$ cat config.mk
export PLATFORM = sky130hd
export DESIGN_NAME = layer_mixer
export DESIGN_NICKNAME = d
export VERILOG_FILES = /design/src/design/layer_mixer_pkg.sv /design/src/design/layer_mixer.sv
export VERILOG_INCLUDE_DIRS = /design/src /design/src/design
export SDC_FILE = /design/constraint.sdc
export NUM_CORES = 1
export LEC_CHECK = 0
export BUFFER_PORTS_ARGS = -buffer_cell sky130_fd_sc_hd__buf_2
export CORE_MARGIN = 3
export CORE_UTILIZATION = 49
export DETAILED_ROUTE_END_ITERATION = 8
export PLACE_DENSITY_LB_ADDON = 0.08
export SETUP_SLACK_MARGIN = 0.1
export SLEW_MARGIN = 20
export SYNTH_ARGS = -nofsm -noshare
export SYNTH_HDL_FRONTEND = slang
export SYNTH_SLANG_ARGS = --single-unit
$ cat constraint.sdc
create_clock -name mclk -period 2.55 [get_ports mclk]
set_input_delay 0.255 -clock mclk [delete_from_list [all_inputs] [get_ports mclk]]
set_output_delay 0.255 -clock mclk [all_outputs]
set_load 0.05 [all_outputs]
$ cat src/design/layer_mixer_defines.svh
// Constants for the layer keying mixer
`ifndef LAYER_MIXER_DEFINES_SVH
`define LAYER_MIXER_DEFINES_SVH
`define LM_REG_LAYER_ASSIGN    8'h04
`define LM_LAYER_MODE_SELECT_LSB         0
`define LM_LAYER_MODE_SELECT_W           4
`define LM_CTRL_RESET          8'h00
`define LM_BYPASS_MODE_MIN     4'h8
`define LM_PIX_W               24
`define LM_BUS_W               8
`define LM_OVL_W               5
`define LM_OVL_NONE            5'h00
`endif

$ cat src/design/layer_mixer_pkg.sv
// Types for the layer keying mixer
package layer_mixer_pkg;
	`include "layer_mixer_defines.svh"
	typedef enum logic [2:0] {
		SRC_NONE = 3'b000,
		SRC_PD   = 3'b001,
		SRC_RGB  = 3'b010,
		SRC_YUV  = 3'b011,
		SRC_BUS  = 3'b100,
		SRC_OVL  = 3'b101
	} src_t;
	typedef enum logic [2:0] {
		KEY_NONE = 3'b000,
		KEY_PIN  = 3'b001,
		KEY_DATA = 3'b010,
		KEY_EITH = 3'b011,
		KEY_BYP  = 3'b100,
		KEY_OVL  = 3'b101
	} keysel_t;
	typedef struct packed {
		src_t    src;
		keysel_t key;
	} layer_t;
	typedef struct packed {
		layer_t dsk;
		layer_t fg;
		layer_t mg;
		src_t   bg;
	} arrange_t;
	typedef struct packed {
		logic [23:0] pixelPortData;
		logic [7:0]  busData;
		logic [4:0]  overlaySelectInputs;
		logic        keyPin;
		logic        dataKey;
		logic        bypassN;
	} pix_in_t;
	typedef struct packed {
		src_t        src;
		logic [23:0] data;
		logic [4:0]  overlay;
	} pix_out_t;
endpackage : layer_mixer_pkg

$ cat src/design/layer_mixer.sv
// Per-pixel four-layer keying mixer with layer-assign register
`timescale 1ns/1ps
`include "layer_mixer_defines.svh"
// Functional notes
// - Downstream key beats foreground, which beats midground, which beats background.
// - The layer-mode field of the layer-assign register picks one of fourteen arrangements.
// - The overlay layer is opaque when any overlay select input is set, else transparent.
// - No arrangement ever puts the overlay on the background.
// - The bus may sit on any layer and when above background is keyed by key pin or data key, by key pin only in modes 2, 3, 6 and 7.
// - In modes 0 to 7 pixel data passes the lookup path and the bypass input is ignored.
// - A low key shows the layer image and a high key shows what lies beneath.
// - The layer choice is made afresh for every pixel.
// - Keys come from the key pin, from the internal data-key comparator input, or from the bypass input for the YCbCr layer in modes 9 to F.
// - In two-layer use bus data is keyed over pixel data by key pin or data key.
// - Modes 0 to 3 follow their fixed arrangements of pixel data, bus and overlay.
// - Modes 9 to F split pixel data into RGB and bypass-keyed YCbCr layers.
// - In modes 8 to F a high bypass input disables the data key.
module layer_mixer
	import layer_mixer_pkg::*;
(
	// Clock and reset
	input  wire logic        mclk,
	input  wire logic        rst_n,
	// Register port
	input  wire logic        regWrite,
	input  wire logic [7:0]  regAddr,
	input  wire logic [7:0]  regWdata,
	output logic      [7:0]  regRdata,
	// Pixel input stream
	input  wire logic        inValid,
	output logic             inReady,
	input  wire pix_in_t     pixIn,
	// Pixel output stream
	output logic             outValid,
	input  wire logic        outReady,
	output pix_out_t         pixOut
);
	logic [7:0] ctrl_q, ctrl_d;
	logic       pckEn_q, pckEn_d;
	logic [3:0] layerMode;
	arrange_t   arr;
	pix_out_t   mixed;

	assign layerMode = ctrl_q[`LM_LAYER_MODE_SELECT_LSB +: `LM_LAYER_MODE_SELECT_W];

	function automatic layer_t lay(input src_t s, input keysel_t k);
		lay = '{src: s, key: k};
	endfunction : lay

	// Arrangement table; the overlay never appears as bg
	always_comb begin
		arr = '{dsk: lay(SRC_NONE, KEY_NONE), fg: lay(SRC_NONE, KEY_NONE),
			mg: lay(SRC_NONE, KEY_NONE), bg: SRC_PD};
		case (layerMode)
			4'h0: begin
				arr.mg = lay(SRC_BUS, KEY_EITH);
			end
			4'h1: begin
				arr.mg = lay(SRC_BUS, KEY_EITH);
				arr.fg = lay(SRC_OVL, KEY_OVL);
			end
			4'h2, 4'h3: begin
				arr.mg  = lay(SRC_BUS, KEY_PIN);
				arr.fg  = lay(SRC_PD, KEY_DATA);
				arr.dsk = lay(SRC_OVL, KEY_OVL);
			end
			4'h4: begin
				arr.bg = SRC_BUS;
				arr.mg = lay(SRC_OVL, KEY_OVL);
				arr.fg = lay(SRC_PD, KEY_EITH);
			end
			4'h5: begin
				arr.bg = SRC_BUS;
				arr.mg = lay(SRC_PD, KEY_EITH);
				arr.fg = lay(SRC_OVL, KEY_OVL);
			end
			4'h6, 4'h7: begin
				arr.mg  = lay(SRC_BUS, KEY_PIN);
				arr.fg  = lay(SRC_OVL, KEY_OVL);
				arr.dsk = lay(SRC_PD, KEY_DATA);
			end
			4'h8: begin
				arr.bg = SRC_YUV;
				arr.mg = lay(SRC_BUS, KEY_EITH);
			end
			4'h9: begin
				arr.bg  = SRC_RGB;
				arr.mg  = lay(SRC_YUV, KEY_BYP);
				arr.fg  = lay(SRC_BUS, KEY_EITH);
				arr.dsk = lay(SRC_OVL, KEY_OVL);
			end
			4'hA: begin
				arr.bg  = SRC_RGB;
				arr.mg  = lay(SRC_BUS, KEY_EITH);
				arr.fg  = lay(SRC_YUV, KEY_BYP);
				arr.dsk = lay(SRC_OVL, KEY_OVL);
			end
			4'hB: begin
				arr.bg  = SRC_RGB;
				arr.mg  = lay(SRC_BUS, KEY_EITH);
				arr.fg  = lay(SRC_OVL, KEY_OVL);
				arr.dsk = lay(SRC_YUV, KEY_BYP);
			end
			4'hC: begin
				arr.bg  = SRC_RGB;
				arr.mg  = lay(SRC_YUV, KEY_BYP);
				arr.fg  = lay(SRC_OVL, KEY_OVL);
				arr.dsk = lay(SRC_BUS, KEY_EITH);
			end
			4'hD: begin
				arr.bg  = SRC_BUS;
				arr.mg  = lay(SRC_RGB, KEY_PIN);
				arr.fg  = lay(SRC_YUV, KEY_BYP);
				arr.dsk = lay(SRC_OVL, KEY_OVL);
			end
			4'hE: begin
				arr.bg  = SRC_BUS;
				arr.mg  = lay(SRC_OVL, KEY_OVL);
				arr.fg  = lay(SRC_RGB, KEY_PIN);
				arr.dsk = lay(SRC_YUV, KEY_BYP);
			end
			4'hF: begin
				arr.bg  = SRC_RGB;
				arr.mg  = lay(SRC_OVL, KEY_OVL);
				arr.fg  = lay(SRC_BUS, KEY_EITH);
				arr.dsk = lay(SRC_YUV, KEY_BYP);
			end
			default: begin
				arr.bg = SRC_PD;
			end
		endcase
	end

	// Active-low key: 0 shows the layer
	function automatic logic keyShows(input keysel_t k, input pix_in_t p, input logic [3:0] m);
		logic dk;
		dk = p.dataKey & ~((m >= `LM_BYPASS_MODE_MIN) & p.bypassN);
		case (k)
			KEY_PIN:  keyShows = ~p.keyPin;
			KEY_DATA: keyShows = ~dk;
			KEY_EITH: keyShows = ~(p.keyPin | dk);
			KEY_BYP:  keyShows = ~p.bypassN & (m >= `LM_BYPASS_MODE_MIN);
			KEY_OVL:  keyShows = (p.overlaySelectInputs != `LM_OVL_NONE);
			default:  keyShows = 1'b0;
		endcase
	endfunction : keyShows

	function automatic logic [23:0] srcData(input src_t s, input pix_in_t p);
		case (s)
			SRC_PD, SRC_RGB, SRC_YUV: srcData = p.pixelPortData;
			SRC_BUS: srcData = {16'h0000, p.busData};
			default: srcData = 24'h00_0000;
		endcase
	endfunction : srcData

	// Layer key states, shared by the resolver and its checks
	logic dskOn;
	logic fgOn;
	logic mgOn;
	assign dskOn = (arr.dsk.src != SRC_NONE) && keyShows(arr.dsk.key, pixIn, layerMode);
	assign fgOn  = (arr.fg.src != SRC_NONE) && keyShows(arr.fg.key, pixIn, layerMode);
	assign mgOn  = (arr.mg.src != SRC_NONE) && keyShows(arr.mg.key, pixIn, layerMode);

	// Priority resolve, evaluated per pixel
	always_comb begin
		mixed.overlay = pixIn.overlaySelectInputs;
		if (dskOn) begin
			mixed.src = arr.dsk.src;
		end else if (fgOn) begin
			mixed.src = arr.fg.src;
		end else if (mgOn) begin
			mixed.src = arr.mg.src;
		end else begin
			mixed.src = arr.bg;
		end
		mixed.data = srcData(mixed.src, pixIn);
	end

	// Two-entry skid buffer so a stalled receiver loses no pixel
	pix_out_t   buf_q [2];
	pix_out_t   buf_d [2];
	logic [1:0] cnt_q, cnt_d;
	logic       push, pop;

	assign inReady  = pckEn_q && (cnt_q != 2'd2);
	assign outValid = (cnt_q != 2'd0);
	assign push     = inValid && inReady;
	assign pop      = outValid && outReady;
	assign pixOut   = buf_q[0];

	always_comb begin
		buf_d = buf_q;
		cnt_d = cnt_q;
		if (pop) begin
			buf_d[0] = buf_q[1];
		end
		if (push) begin
			buf_d[(cnt_q - (pop ? 2'd1 : 2'd0)) == 2'd0 ? 0 : 1] = mixed;
		end
		cnt_d = cnt_q + (push ? 2'd1 : 2'd0) - (pop ? 2'd1 : 2'd0);
	end

	// Register port and pixel-rate enable
	always_comb begin
		ctrl_d  = ctrl_q;
		pckEn_d = ~pckEn_q;
		if (regWrite && regAddr == `LM_REG_LAYER_ASSIGN) begin
			ctrl_d = regWdata;
		end
	end

	always_comb begin
		regRdata = (regAddr == `LM_REG_LAYER_ASSIGN) ? ctrl_q : 8'h00;
	end

	always_ff @(posedge mclk or negedge rst_n) begin
		if (!rst_n) begin
			ctrl_q   <= `LM_CTRL_RESET;
			pckEn_q  <= 1'b0;
			cnt_q    <= 2'd0;
			buf_q[0] <= '0;
			buf_q[1] <= '0;
		end else begin
			ctrl_q   <= ctrl_d;
			pckEn_q  <= pckEn_d;
			cnt_q    <= cnt_d;
			buf_q[0] <= buf_d[0];
			buf_q[1] <= buf_d[1];
		end
	end

	// Checks
	property p_noOvlBg;
		@(posedge mclk) disable iff (!rst_n) arr.bg != SRC_OVL;
	endproperty
	a_noOvlBg: assert property (p_noOvlBg) else $error("overlay on background");

	property p_bypIgnored;
		@(posedge mclk) disable iff (!rst_n)
			(layerMode < 4'h8) |-> (mixed.src != SRC_YUV && mixed.src != SRC_RGB);
	endproperty
	a_bypIgnored: assert property (p_bypIgnored) else $error("split source in low mode");

	// Same source may sit on bg and a higher layer, so compare against the midground itself
	property p_bgNeverOver;
		@(posedge mclk) disable iff (!rst_n)
			(mgOn && !fgOn && !dskOn) |-> mixed.src == arr.mg.src;
	endproperty
	a_bgNeverOver: assert property (p_bgNeverOver) else $error("background over midground");

	property p_dskWins;
		@(posedge mclk) disable iff (!rst_n)
			(arr.dsk.src != SRC_NONE && keyShows(arr.dsk.key, pixIn, layerMode)) |-> mixed.src == arr.dsk.src;
	endproperty
	a_dskWins: assert property (p_dskWins) else $error("downstream key lost");

	property p_ovlTransparent;
		@(posedge mclk) disable iff (!rst_n)
			(pixIn.overlaySelectInputs == `LM_OVL_NONE) |-> mixed.src != SRC_OVL;
	endproperty
	a_ovlTransparent: assert property (p_ovlTransparent) else $error("overlay shown while clear");

	property p_mode0Key;
		@(posedge mclk) disable iff (!rst_n)
			(layerMode == 4'h0 && !pixIn.keyPin && !pixIn.dataKey) |-> mixed.src == SRC_BUS;
	endproperty
	a_mode0Key: assert property (p_mode0Key) else $error("mode 0 bus not keyed in");

	property p_dataKeyOff;
		@(posedge mclk) disable iff (!rst_n)
			(layerMode == 4'h8 && pixIn.bypassN && !pixIn.keyPin) |-> mixed.src == SRC_BUS;
	endproperty
	a_dataKeyOff: assert property (p_dataKeyOff) else $error("data key not disabled");

	property p_regWrite;
		@(posedge mclk) disable iff (!rst_n)
			(regWrite && regAddr == `LM_REG_LAYER_ASSIGN) |=> ctrl_q == $past(regWdata);
	endproperty
	a_regWrite: assert property (p_regWrite) else $error("control write lost");

	property p_noLoss;
		@(posedge mclk) disable iff (!rst_n)
			(outValid && !outReady) |=> outValid && $stable(pixOut);
	endproperty
	a_noLoss: assert property (p_noLoss) else $error("stalled pixel changed");

	property p_fgOverMg;
		@(posedge mclk) disable iff (!rst_n)
			(fgOn && !dskOn) |-> mixed.src == arr.fg.src;
	endproperty
	a_fgOverMg: assert property (p_fgOverMg) else $error("foreground lost");

	property p_bypShows;
		@(posedge mclk) disable iff (!rst_n)
			(layerMode == 4'h9 && !pixIn.bypassN && pixIn.keyPin
				&& pixIn.overlaySelectInputs == `LM_OVL_NONE) |-> mixed.src == SRC_YUV;
	endproperty
	a_bypShows: assert property (p_bypShows) else $error("bypass layer not keyed in");

	property p_ovlKeyed;
		@(posedge mclk) disable iff (!rst_n)
			(layerMode == 4'h4 && pixIn.keyPin
				&& pixIn.overlaySelectInputs != `LM_OVL_NONE) |-> mixed.src == SRC_OVL;
	endproperty
	a_ovlKeyed: assert property (p_ovlKeyed) else $error("overlay not shown");

	property p_ctrlHold;
		@(posedge mclk) disable iff (!rst_n)
			!(regWrite && regAddr == `LM_REG_LAYER_ASSIGN) |=> $stable(ctrl_q);
	endproperty
	a_ctrlHold: assert property (p_ctrlHold) else $error("layer mode changed unasked");
endmodule : layer_mixer

== After elaboration in Yosys (flattened, before gate mapping) ==
Index checks and enable logic that the tools add are counted.

* Bits in read-only memories: 0
* Input port bits: 61
* Logic and storage cells: 111
* RAM bits: 0
* Register bits after elaboration: 75
* Latch bits: 0
* Output and inout bits: 42
* Memories kept: 0

* Bitwise gates (word level): 11
* Reductions and logical operators: 29
* Shift operators: 0
* Multipliers: 0
* Div/mod/pow operators: 0
* $add $sub $neg: 3
* Equal/unequal tests: 36
* Magnitude comparators: 3
* Mux-type cells: 20

{| class="wikitable"
|+ Operators with widths
! cell !! count
|-
| $pmux 6 s6 || 2
|-
| $bwmux 64 || 1
|-
| $mux 32 || 2
|-
| $mux 64 || 1
|-
| $pmux 24 s2 || 1
|-
| $demux 32 s1 || 1
|-
| $eq 4x4->1 const B || 8
|-
| $ge 32x2->1 const B || 1
|-
| $lt 32x1->1 const B || 1
|-
| $not 1->32 || 1
|-
| $eq 3x2->1 const B || 8
|-
| $pmux 6 s4 || 1
|-
| $eq 3x3->1 const B || 7
|-
| $eq 4x3->1 const B || 4
|-
| $pmux 1 s5 || 3
|-
| $reduce_or 5->1 || 3
|-
| $eq 3x1->1 const B || 4
|-
| $reduce_or 2->1 || 5
|-
| $mux 3 || 3
|-
| $pmux 3 s3 || 1
|-
| $reduce_bool 3->1 || 3
|-
| $reduce_or 3->1 || 3
|-
| $eq 4x2->1 const B || 2
|-
| $eq 8x3->1 const B || 1
|-
| other kinds (18) || 35
|}

== Longest topological paths before layout ==
Gate-level depths: netlist of the first run.

* Depth in word-level cells: 16
* Mapped depth: 12
* Mapped depth without buffers: 10

== Least setup slack after synthesis of the first run ==
No wires, ideal clock.

* Kind: flip-flop to flip-flop
* From: register ctrl_q[2]
* To: register with a tool-made name
* Path slack: -196 ps
* Stages on the path, launching flop included: 12
* Clock period less this slack: 2,746 ps
* Path buffers: 3
* Required time: 2,412 ps
* Library setup time: 138 ps
* Data arrival time: 2,608 ps
* Cell sequence: dfrtp_1 clkbuf_1 clkbuf_1 nand2_1 ha_1 nor4bb_1 o21ai_0 o21ai_1 o21ai_0 o21ai_1 buf_2 o31ai_1

{| class="wikitable"
|+ RTL lines
! element !! line !! source
|-
| start: declaration || layer_mixer.sv:38 || <nowiki>logic [7:0] ctrl_q, ctrl_d;</nowiki>
|-
| start signal: assignment || layer_mixer.sv:218 || <nowiki>ctrl_q <= `LM_CTRL_RESET;</nowiki>
|-
| start signal: assignment || layer_mixer.sv:224 || <nowiki>ctrl_q <= ctrl_d;</nowiki>
|}

==> impl_metrics.xml, run 1 <==
<?xml version="1.0" encoding="UTF-8"?>
<metrics>
  <group name="clocking">
    <metric name="cts_max_level" unit="">3</metric>
    <metric name="number_of_hold_buffers_added_after_cts" unit="">0</metric>
    <metric name="cts_max_path_buffers" unit="">2</metric>
    <metric name="insertion_delay" unit="ns">0.35</metric>
    <metric name="path_clk_slew" unit="ns">0.09</metric>
    <metric name="clock-root-buffer" unit="">sky130_fd_sc_hd__clkbuf_8</metric>
    <metric name="numClockSinks" unit="">75</metric>
    <metric name="tritoncts" unit="">built</metric>
    <metric name="tritoncts.num_buffers" unit="">9</metric>
  </group>
  <group name="routing">
    <metric name="detail_route.drc_violations" unit="">0</metric>
    <metric name="initialDrtViolationCount" unit="">153</metric>
    <metric name="detailedRoute.firstPassIterationCount" unit="">5</metric>
    <metric name="wl_per_cell" unit="um">17.0</metric>
    <metric name="antenna_violation_net_count_after_detailed_routing" unit="">0</metric>
    <metric name="met2_wire_length" unit="mm">5.76</metric>
    <metric name="wl_met3" unit="um">628</metric>
    <metric name="detailroute.via_count" unit="">3981</metric>
    <metric name="vias_per_cell" unit="">5.75</metric>
    <metric name="dr.max_layer_used" unit="">met4</metric>
    <metric name="detail_route.wirelength" unit="mm">11.8</metric>
    <metric name="met1_length" unit="mm">5.15</metric>
  </group>
  <group name="power_and_ir_drop">
    <metric name="clkPwrFrac" unit="">0.169</metric>
    <metric name="internal_power" unit="mW">3.14</metric>
    <metric name="comb_power_share" unit="">0.504</metric>
    <metric name="seq_power_share" unit="">0.327</metric>
    <metric name="total_switching_power" unit="mW">2.71</metric>
    <metric name="power.density_cell_area" unit="mW/mm2">1040</metric>
    <metric name="p_sw_frac" unit="">0.463</metric>
    <metric name="cellLeakagePower" unit="nW">2.59</metric>
    <metric name="peakVddDrop" unit="mV">0.484</metric>
  </group>
  <group name="floorplan">
    <metric name="die_area" unit="mm2">0.0101</metric>
    <metric name="fp.dieW" unit="um">101</metric>
    <metric name="die-height" unit="um">101</metric>
    <metric name="placeableCoreArea" unit="mm2">0.00846</metric>
    <metric name="ioPinCount" unit="">103</metric>
    <metric name="initial_util" unit="">0.520</metric>
    <metric name="row_count" unit="">33</metric>
  </group>
  <group name="final_layout">
    <metric name="filler_cell_count" unit="">689</metric>
    <metric name="ant_diodes" unit="">0</metric>
    <metric name="multi_input_comb_area" unit="mm2">0.00240</metric>
    <metric name="layout-drive-gt1-share" unit="">0.387</metric>
    <metric name="layout.cells.most_common_list" unit="">sky130_fd_sc_hd__buf_2 (102), sky130_fd_sc_hd__nand2_1 (84), sky130_fd_sc_hd__dfrtp_1 (73)</metric>
    <metric name="num-nets-final" unit="">646</metric>
    <metric name="fin_cells" unit="">692</metric>
    <metric name="layout-area-overhead-vs-synth" unit="%">28.1</metric>
    <metric name="final-seq-area" unit="mm2">0.00188</metric>
    <metric name="layout_commonest_cell" unit="">sky130_fd_sc_hd__buf_2</metric>
    <metric name="post_route_cell_area" unit="mm2">0.00564</metric>
  </group>
  <group name="sta">
    <metric name="period_share" unit="">0.969</metric>
    <metric name="setup-violations-final" unit="">0</metric>
    <metric name="period_minus_slack" unit="ns">2.47</metric>
    <metric name="fin_tns_setup" unit="ns">0</metric>
    <metric name="final_max_slew_viol_count" unit="">0</metric>
    <metric name="tightest_slew" unit="ns">0.954</metric>
    <metric name="rsz0062_at_grt" unit="">yes</metric>
    <metric name="final_hold_slack" unit="ns">0.0295</metric>
    <metric name="max-slew-margin-rel" unit="">0.364</metric>
    <metric name="number_of_hold_violations_in_the_final_report" unit="">0</metric>
    <metric name="final.setup.worst_slack" unit="ns">0.0782</metric>
    <metric name="timing.clock.skew" unit="ns">0.0103</metric>
    <metric name="achievable-frequency" unit="MHz">405</metric>
  </group>
  <group name="placement">
    <metric name="dp.final_hpwl" unit="mm">7.28</metric>
    <metric name="detailed_place.area" unit="mm2">0.00491</metric>
    <metric name="placed_cells_incl_taps" unit="">659</metric>
    <metric name="gp_routability_congestion" unit="">0.871</metric>
    <metric name="placement.setup.worst_slack" unit="ns">-0.0656</metric>
    <metric name="port-buffer-count" unit="">102</metric>
  </group>
  <group name="global_routing">
    <metric name="antenna_found_initial" unit="">0</metric>
    <metric name="grt_start_max_net_pins" unit="">76</metric>
    <metric name="track_usage" unit="">0.226</metric>
    <metric name="via_count_of_the_first_global_routing_pass" unit="">3861</metric>
    <metric name="overflow" unit="">0</metric>
    <metric name="grt_pass1_wl" unit="mm">18.5</metric>
  </group>
  <group name="critical_path">
    <metric name="cp.arrival" unit="ns">2.76</metric>
    <metric name="worst-path-max-fanout" unit="">18</metric>
    <metric name="timing_worst_setup_path_type" unit="">register to register</metric>
    <metric name="worstReg2RegStart" unit="">ctrl_q[1]</metric>
    <metric name="reg2reg_slack" unit="ns">0.08</metric>
    <metric name="critPathRequiredTime" unit="ns">2.84</metric>
    <metric name="end_kind" unit="">register</metric>
    <metric name="worstReg2RegEnd" unit="">pixOut[29]</metric>
    <metric name="reg2regPathDepth" unit="">8</metric>
    <metric name="timing.critical_path.from_type" unit="">register</metric>
  </group>
  <group name="synthesis">
    <metric name="edff_count_synth" unit="">0</metric>
    <metric name="syn-cell-area" unit="mm2">0.00440</metric>
    <metric name="synthArstFlopShare" unit="">1.00</metric>
    <metric name="netlist.area_leader.share" unit="">0.427</metric>
    <metric name="syn-instance-count" unit="">496</metric>
    <metric name="yosys.cell_types.count" unit="">54</metric>
    <metric name="postSynthNetCount" unit="">560</metric>
    <metric name="ys_seq_elements" unit="">75</metric>
    <metric name="ys_seq_area_frac" unit="">0.427</metric>
    <metric name="synth.yosys.warnings" unit="">0</metric>
    <metric name="synth_largest_area_cell" unit="">sky130_fd_sc_hd__dfrtp_1</metric>
    <metric name="synthFlopType" unit="">sky130_fd_sc_hd__dfrtp_1</metric>
    <metric name="synth.area.top_cells" unit="">sky130_fd_sc_hd__dfrtp_1 (43%), sky130_fd_sc_hd__nand2_1 (7.2%), sky130_fd_sc_hd__buf_4 (5.5%)</metric>
    <metric name="synth.avg_cell_area" unit="um2">8.87</metric>
  </group>
  <group name="worst_hold_path">
    <metric name="holdCritPathClass" unit="">input pin to async pin</metric>
  </group>
  <group name="outcome">
    <metric name="run_status" unit="">finished clean</metric>
  </group>
  <group name="job">
    <metric name="drv.max_cap_violation_count" unit="">0</metric>
  </group>
</metrics>
[per-stage QoR]
stage | util | power [mW]
2_1_floorplan | - | 4.27
5_1_grt | 0.666 | 6.24
4_1_cts | 0.616 | 5.66
3_3_place_gp | 0.580 | 4.58
3_5_place_dp | 0.580 | 4.64
6_report | 0.666 | 5.85
[critical path: stages (launching register included)]
cell and delay (ns):
sky130_fd_sc_hd__dfrtp_2 0.46, sky130_fd_sc_hd__or3b_4 0.45, sky130_fd_sc_hd__nand4b_4 0.13, sky130_fd_sc_hd__a31oi_4 0.04, sky130_fd_sc_hd__or4_1 0.47, sky130_fd_sc_hd__a31o_1 0.25, sky130_fd_sc_hd__a211oi_4 0.25, sky130_fd_sc_hd__buf_12 0.20
sky130_fd_sc_hd__o22a_1 0.15
[cell families after synthesis]
group | after synthesis | synth area share
buffers and inverters | 77 | 0.0973
AOI/OAI and AO/OA | 137 | 0.212
adders and majority gates | 3 | 0.00854
xor gates and xnor gates | 3 | 0.00598
muxes | 16 | 0.0393
DFF | 75 | 0.427
and+or+nand+nor | 185 | 0.210
[final cells by class]
| type | instances | area share |
|---|---|---|
| Clock buffer | 10 | 0.0244 |
| Clock inverter | 6 | 0.0129 |
| Inverter | 8 | 0.00533 |
| Multi-Input combinational cell | 344 | 0.427 |
| Sequential cell | 75 | 0.333 |
| Tap cell | 105 | 0.0233 |
| Timing Repair Buffer | 144 | 0.174 |
[synth_stat cells, drive strengths merged (3+ instances only)]
cell and instances:
nand3 20, o21ai 30, a31oi 4, and4b 3, dfrtp 75, or2 3, mux2 10, nand2 84
o31ai 17, inv 8, a32oi 9, and2 36, mux2i 6, nor2 16, nand3b 3, o22a 3
clkbuf 30, ha 3, a211oi 21, a41oi 8, nand2b 6, buf 39, a21oi 32
[how the worst max path moves through the flow]
stage                 end       from  slack (ns)  cells past startpoint
2_1_floorplan  pixOut[11]  ctrl_q[0]        0.08                      9
3_3_place_gp   pixOut[12]  ctrl_q[1]       -0.01                     11
3_5_place_dp   pixOut[12]  ctrl_q[1]       -0.07                     10
4_1_cts          register  ctrl_q[1]        0.10                     11
5_1_grt        pixOut[26]  ctrl_q[1]      -0.002                     11
6_report       pixOut[29]  ctrl_q[1]        0.08                      8
[timing repair]
item | in CTS | in global routing
setup buffers | 5 | 6
setup endpoints to repair | 54 | 54
gates resized for setup | 9 | 62
pin swaps | 3 | 18
gates cloned | 0 | 6
[routing by layer]
layer | global-route usage | up-vias
met3 | 0.0360 | 23
li1 | - | 1913
met4 | 0.0808 | 0
met1 | 0.305 | 1934
met2 | 0.368 | 111
met5 | 0 | -
[power groups by stage]
stage	clock, mW	combinational (mW)	sequential, mW
6_report	0.987	2.95	1.91
3_5_place_dp	0	2.71	1.92
5_1_grt	1.06	3.21	1.97
4_1_cts	1.00	2.75	1.90
2_1_floorplan	0	2.40	1.87
3_3_place_gp	0	2.67	1.91
Power figures use the tool's default switching activity.
==> run 2: changes to the inputs <==
==> constraint.sdc (replaced) <==
create_clock -name mclk -period 2.1 [get_ports mclk]
set_input_delay 0.21 -clock mclk [delete_from_list [all_inputs] [get_ports mclk]]
set_output_delay 0.21 -clock mclk [all_outputs]
set_load 0.05 [all_outputs]
==> impl_metrics.xml, run 2 (synthesis gave the netlist of run 1 again) <==
<?xml version="1.0" encoding="UTF-8"?>
<metrics>
  <group name="sta">
    <metric name="setup-violations-final" unit="">54</metric>
    <metric name="period_share" unit="">1.15</metric>
    <metric name="max-slew-margin-rel" unit="">0.623</metric>
    <metric name="final.setup.worst_slack" unit="ns">-0.317</metric>
    <metric name="tightest_slew" unit="ns">0.565</metric>
    <metric name="achievable-frequency" unit="MHz">414</metric>
    <metric name="period_minus_slack" unit="ns">2.42</metric>
    <metric name="final_max_slew_viol_count" unit="">0</metric>
    <metric name="rsz0062_at_grt" unit="">yes</metric>
    <metric name="number_of_hold_violations_in_the_final_report" unit="">0</metric>
    <metric name="timing.clock.skew" unit="ns">0.0156</metric>
  </group>
  <group name="clocking">
    <metric name="cts_max_path_buffers" unit="">2</metric>
    <metric name="tritoncts" unit="">built</metric>
    <metric name="path_clk_slew" unit="ns">0.09</metric>
    <metric name="clock-root-buffer" unit="">sky130_fd_sc_hd__clkbuf_8</metric>
    <metric name="cts_max_level" unit="">3</metric>
    <metric name="insertion_delay" unit="ns">0.36</metric>
    <metric name="tritoncts.num_buffers" unit="">9</metric>
    <metric name="numClockSinks" unit="">75</metric>
  </group>
  <group name="final_layout">
    <metric name="multi_input_comb_area" unit="mm2">0.00266</metric>
    <metric name="layout-drive-gt1-share" unit="">0.467</metric>
    <metric name="layout_commonest_cell" unit="">sky130_fd_sc_hd__buf_2</metric>
    <metric name="fin_cells" unit="">722</metric>
    <metric name="layout-area-overhead-vs-synth" unit="%">39.3</metric>
    <metric name="layout.cells.most_common_list" unit="">sky130_fd_sc_hd__buf_2 (101), sky130_fd_sc_hd__nand2_1 (81), sky130_fd_sc_hd__dfrtp_1 (72)</metric>
    <metric name="num-nets-final" unit="">676</metric>
    <metric name="filler_cell_count" unit="">640</metric>
    <metric name="finalCoreUtilization" unit="">0.724</metric>
    <metric name="ant_diodes" unit="">0</metric>
    <metric name="final-seq-area" unit="mm2">0.00188</metric>
  </group>
  <group name="global_routing">
    <metric name="grt_busiest_layer" unit="">met2</metric>
    <metric name="grt_start_max_net_pins" unit="">73</metric>
    <metric name="met2_usage" unit="">0.404</metric>
    <metric name="grt_pass1_wl" unit="mm">19.5</metric>
    <metric name="overflow" unit="">0</metric>
    <metric name="groute.layer.met3.usage" unit="">0.0450</metric>
    <metric name="track_usage" unit="">0.239</metric>
    <metric name="grt_use_met1" unit="">0.316</metric>
    <metric name="antenna_found_initial" unit="">0</metric>
    <metric name="via_count_of_the_first_global_routing_pass" unit="">4037</metric>
  </group>
  <group name="power_and_ir_drop">
    <metric name="comb_power_share" unit="">0.509</metric>
    <metric name="cellLeakagePower" unit="nW">2.81</metric>
    <metric name="internal_power" unit="mW">3.99</metric>
    <metric name="peakVddDrop" unit="mV">0.729</metric>
    <metric name="clkPwrFrac" unit="">0.176</metric>
    <metric name="seq_power_share" unit="">0.315</metric>
    <metric name="total_switching_power" unit="mW">3.43</metric>
    <metric name="power.density_cell_area" unit="mW/mm2">1210</metric>
    <metric name="p_sw_frac" unit="">0.462</metric>
  </group>
  <group name="floorplan">
    <metric name="fp.dieW" unit="um">101</metric>
    <metric name="die-height" unit="um">101</metric>
    <metric name="initial_util" unit="">0.520</metric>
    <metric name="row_count" unit="">33</metric>
    <metric name="die_area" unit="mm2">0.0101</metric>
    <metric name="ioPinCount" unit="">103</metric>
    <metric name="placeableCoreArea" unit="mm2">0.00846</metric>
  </group>
  <group name="routing">
    <metric name="antenna_violation_net_count_after_detailed_routing" unit="">0</metric>
    <metric name="detail_route.drc_violations" unit="">0</metric>
    <metric name="detailroute.via_count" unit="">4119</metric>
    <metric name="wl_per_cell" unit="um">17.1</metric>
    <metric name="vias_per_cell" unit="">5.70</metric>
    <metric name="detail_route.wirelength" unit="mm">12.4</metric>
    <metric name="detailedRoute.firstPassIterationCount" unit="">5</metric>
    <metric name="initialDrtViolationCount" unit="">127</metric>
  </group>
  <group name="critical_path">
    <metric name="reg2reg_slack" unit="ns">-0.32</metric>
    <metric name="worst-path-max-fanout" unit="">18</metric>
    <metric name="critPathRequiredTime" unit="ns">2.32</metric>
    <metric name="timing_worst_setup_path_type" unit="">register to register</metric>
    <metric name="end_kind" unit="">register</metric>
    <metric name="timing.critical_path.from_type" unit="">register</metric>
    <metric name="cp.arrival" unit="ns">2.64</metric>
  </group>
  <group name="placement">
    <metric name="port-buffer-count" unit="">102</metric>
    <metric name="gp_routability_congestion" unit="">0.884</metric>
    <metric name="dp.final_hpwl" unit="mm">7.46</metric>
    <metric name="placed_cells_incl_taps" unit="">683</metric>
  </group>
  <group name="worst_hold_path">
    <metric name="holdCritPathClass" unit="">input pin to register</metric>
  </group>
  <group name="outcome">
    <metric name="violations" unit="">negative setup slack</metric>
    <metric name="run_status" unit="">finished, violations left</metric>
  </group>
  <group name="job">
    <metric name="drv.max_cap_violation_count" unit="">0</metric>
  </group>
</metrics>
## run 2: cell count changes in the layout (fill, tap and decap cells not counted), moves of 3 or more
cell	delta
sky130_fd_sc_hd__a21oi_1	-14
sky130_fd_sc_hd__nand3_2	-3
sky130_fd_sc_hd__nand3_4	+16
sky130_fd_sc_hd__o31ai_1	+10
sky130_fd_sc_hd__a32oi_2	-3
sky130_fd_sc_hd__o21ai_1	-11
sky130_fd_sc_hd__nand2_1	-3
sky130_fd_sc_hd__a32oi_1	+4
sky130_fd_sc_hd__o31ai_2	-10
sky130_fd_sc_hd__a21oi_2	+13
sky130_fd_sc_hd__buf_4	+28
sky130_fd_sc_hd__o21ai_2	+12
sky130_fd_sc_hd__nand3_1	-13
## run 2: worst paths after layout
| check | startpoint | endpoint | cells after the start |
|---|---|---|---|
| max | ctrl_q[1] | register | 8 |
| min | pixIn[4] | register | 3 |
| max reg2reg | ctrl_q[1] | register | 8 |
| max in group asynchronous | rst_n | ctrl_q[1] | 3 |
| min in group asynchronous | rst_n | async pin | 2 |
| min reg2reg | pckEn_q | pckEn_q | 1 |
## run 2: layer usage
layer / share of wire / up-vias
li1: - / 1976
met1: 0.43 / 2022
met2: 0.51 / 110
met3: 0.047 / 11
met4: 0.0078 / 0
met5: 0 / -
## run 2: final cells by class
class	instances	share of cell area
Clock buffer	9	0.0202
Clock inverter	7	0.0172
Inverter	8	0.00490
Multi-Input combinational cell	345	0.433
Sequential cell	75	0.307
Tap cell	105	0.0214
Timing Repair Buffer	173	0.196
## run 2: power groups by stage
stage / logic [mW] / registers [mW] / clock network, mW
5_1_grt: 4.10 / 2.41 / 1.40
3_5_place_dp: 3.34 / 2.35 / 0
2_1_floorplan: 2.95 / 2.27 / 0
4_1_cts: 3.43 / 2.33 / 1.32
3_3_place_gp: 3.29 / 2.32 / 0
6_report: 3.77 / 2.33 / 1.31
## run 2: repair_timing
action | CTS | global route
cloned | 2 | 4
hold buffers | 1 | 0
endpoints found under the setup margin | 54 | 54
pin swaps | 8 | 61
endpoints found under the hold margin | 39 | 0
buffers inserted | 8 | 8
resized for setup | 35 | 106
## run 2: critical path, cell delays in order, from the launching register on
cell	delay, ns
sky130_fd_sc_hd__dfrtp_2	0.44
sky130_fd_sc_hd__or3b_4	0.44
sky130_fd_sc_hd__nand4b_4	0.12
sky130_fd_sc_hd__a31oi_4	0.05
sky130_fd_sc_hd__or4_4	0.49
sky130_fd_sc_hd__a31o_1	0.25
sky130_fd_sc_hd__a211oi_4	0.24
sky130_fd_sc_hd__buf_12	0.18
sky130_fd_sc_hd__o31ai_1	0.08
## run 2: through the flow
step	TNS (ns)	total power, mW	instance area [um2]	hold WS [ns]	setup WS [ns]
2_1_floorplan	-13.63	5.22	4480	-0.0856	-0.365
6_report	-12.53	7.42	6130	0.0839	-0.317
3_3_place_gp	-20.66	5.62	5100	0.232	-0.420
3_5_place_dp	-22.80	5.69	5100	0.231	-0.468
5_1_grt	-18.52	7.90	6130	0.0759	-0.422
4_1_cts	-14.28	7.08	5580	0.0689	-0.329
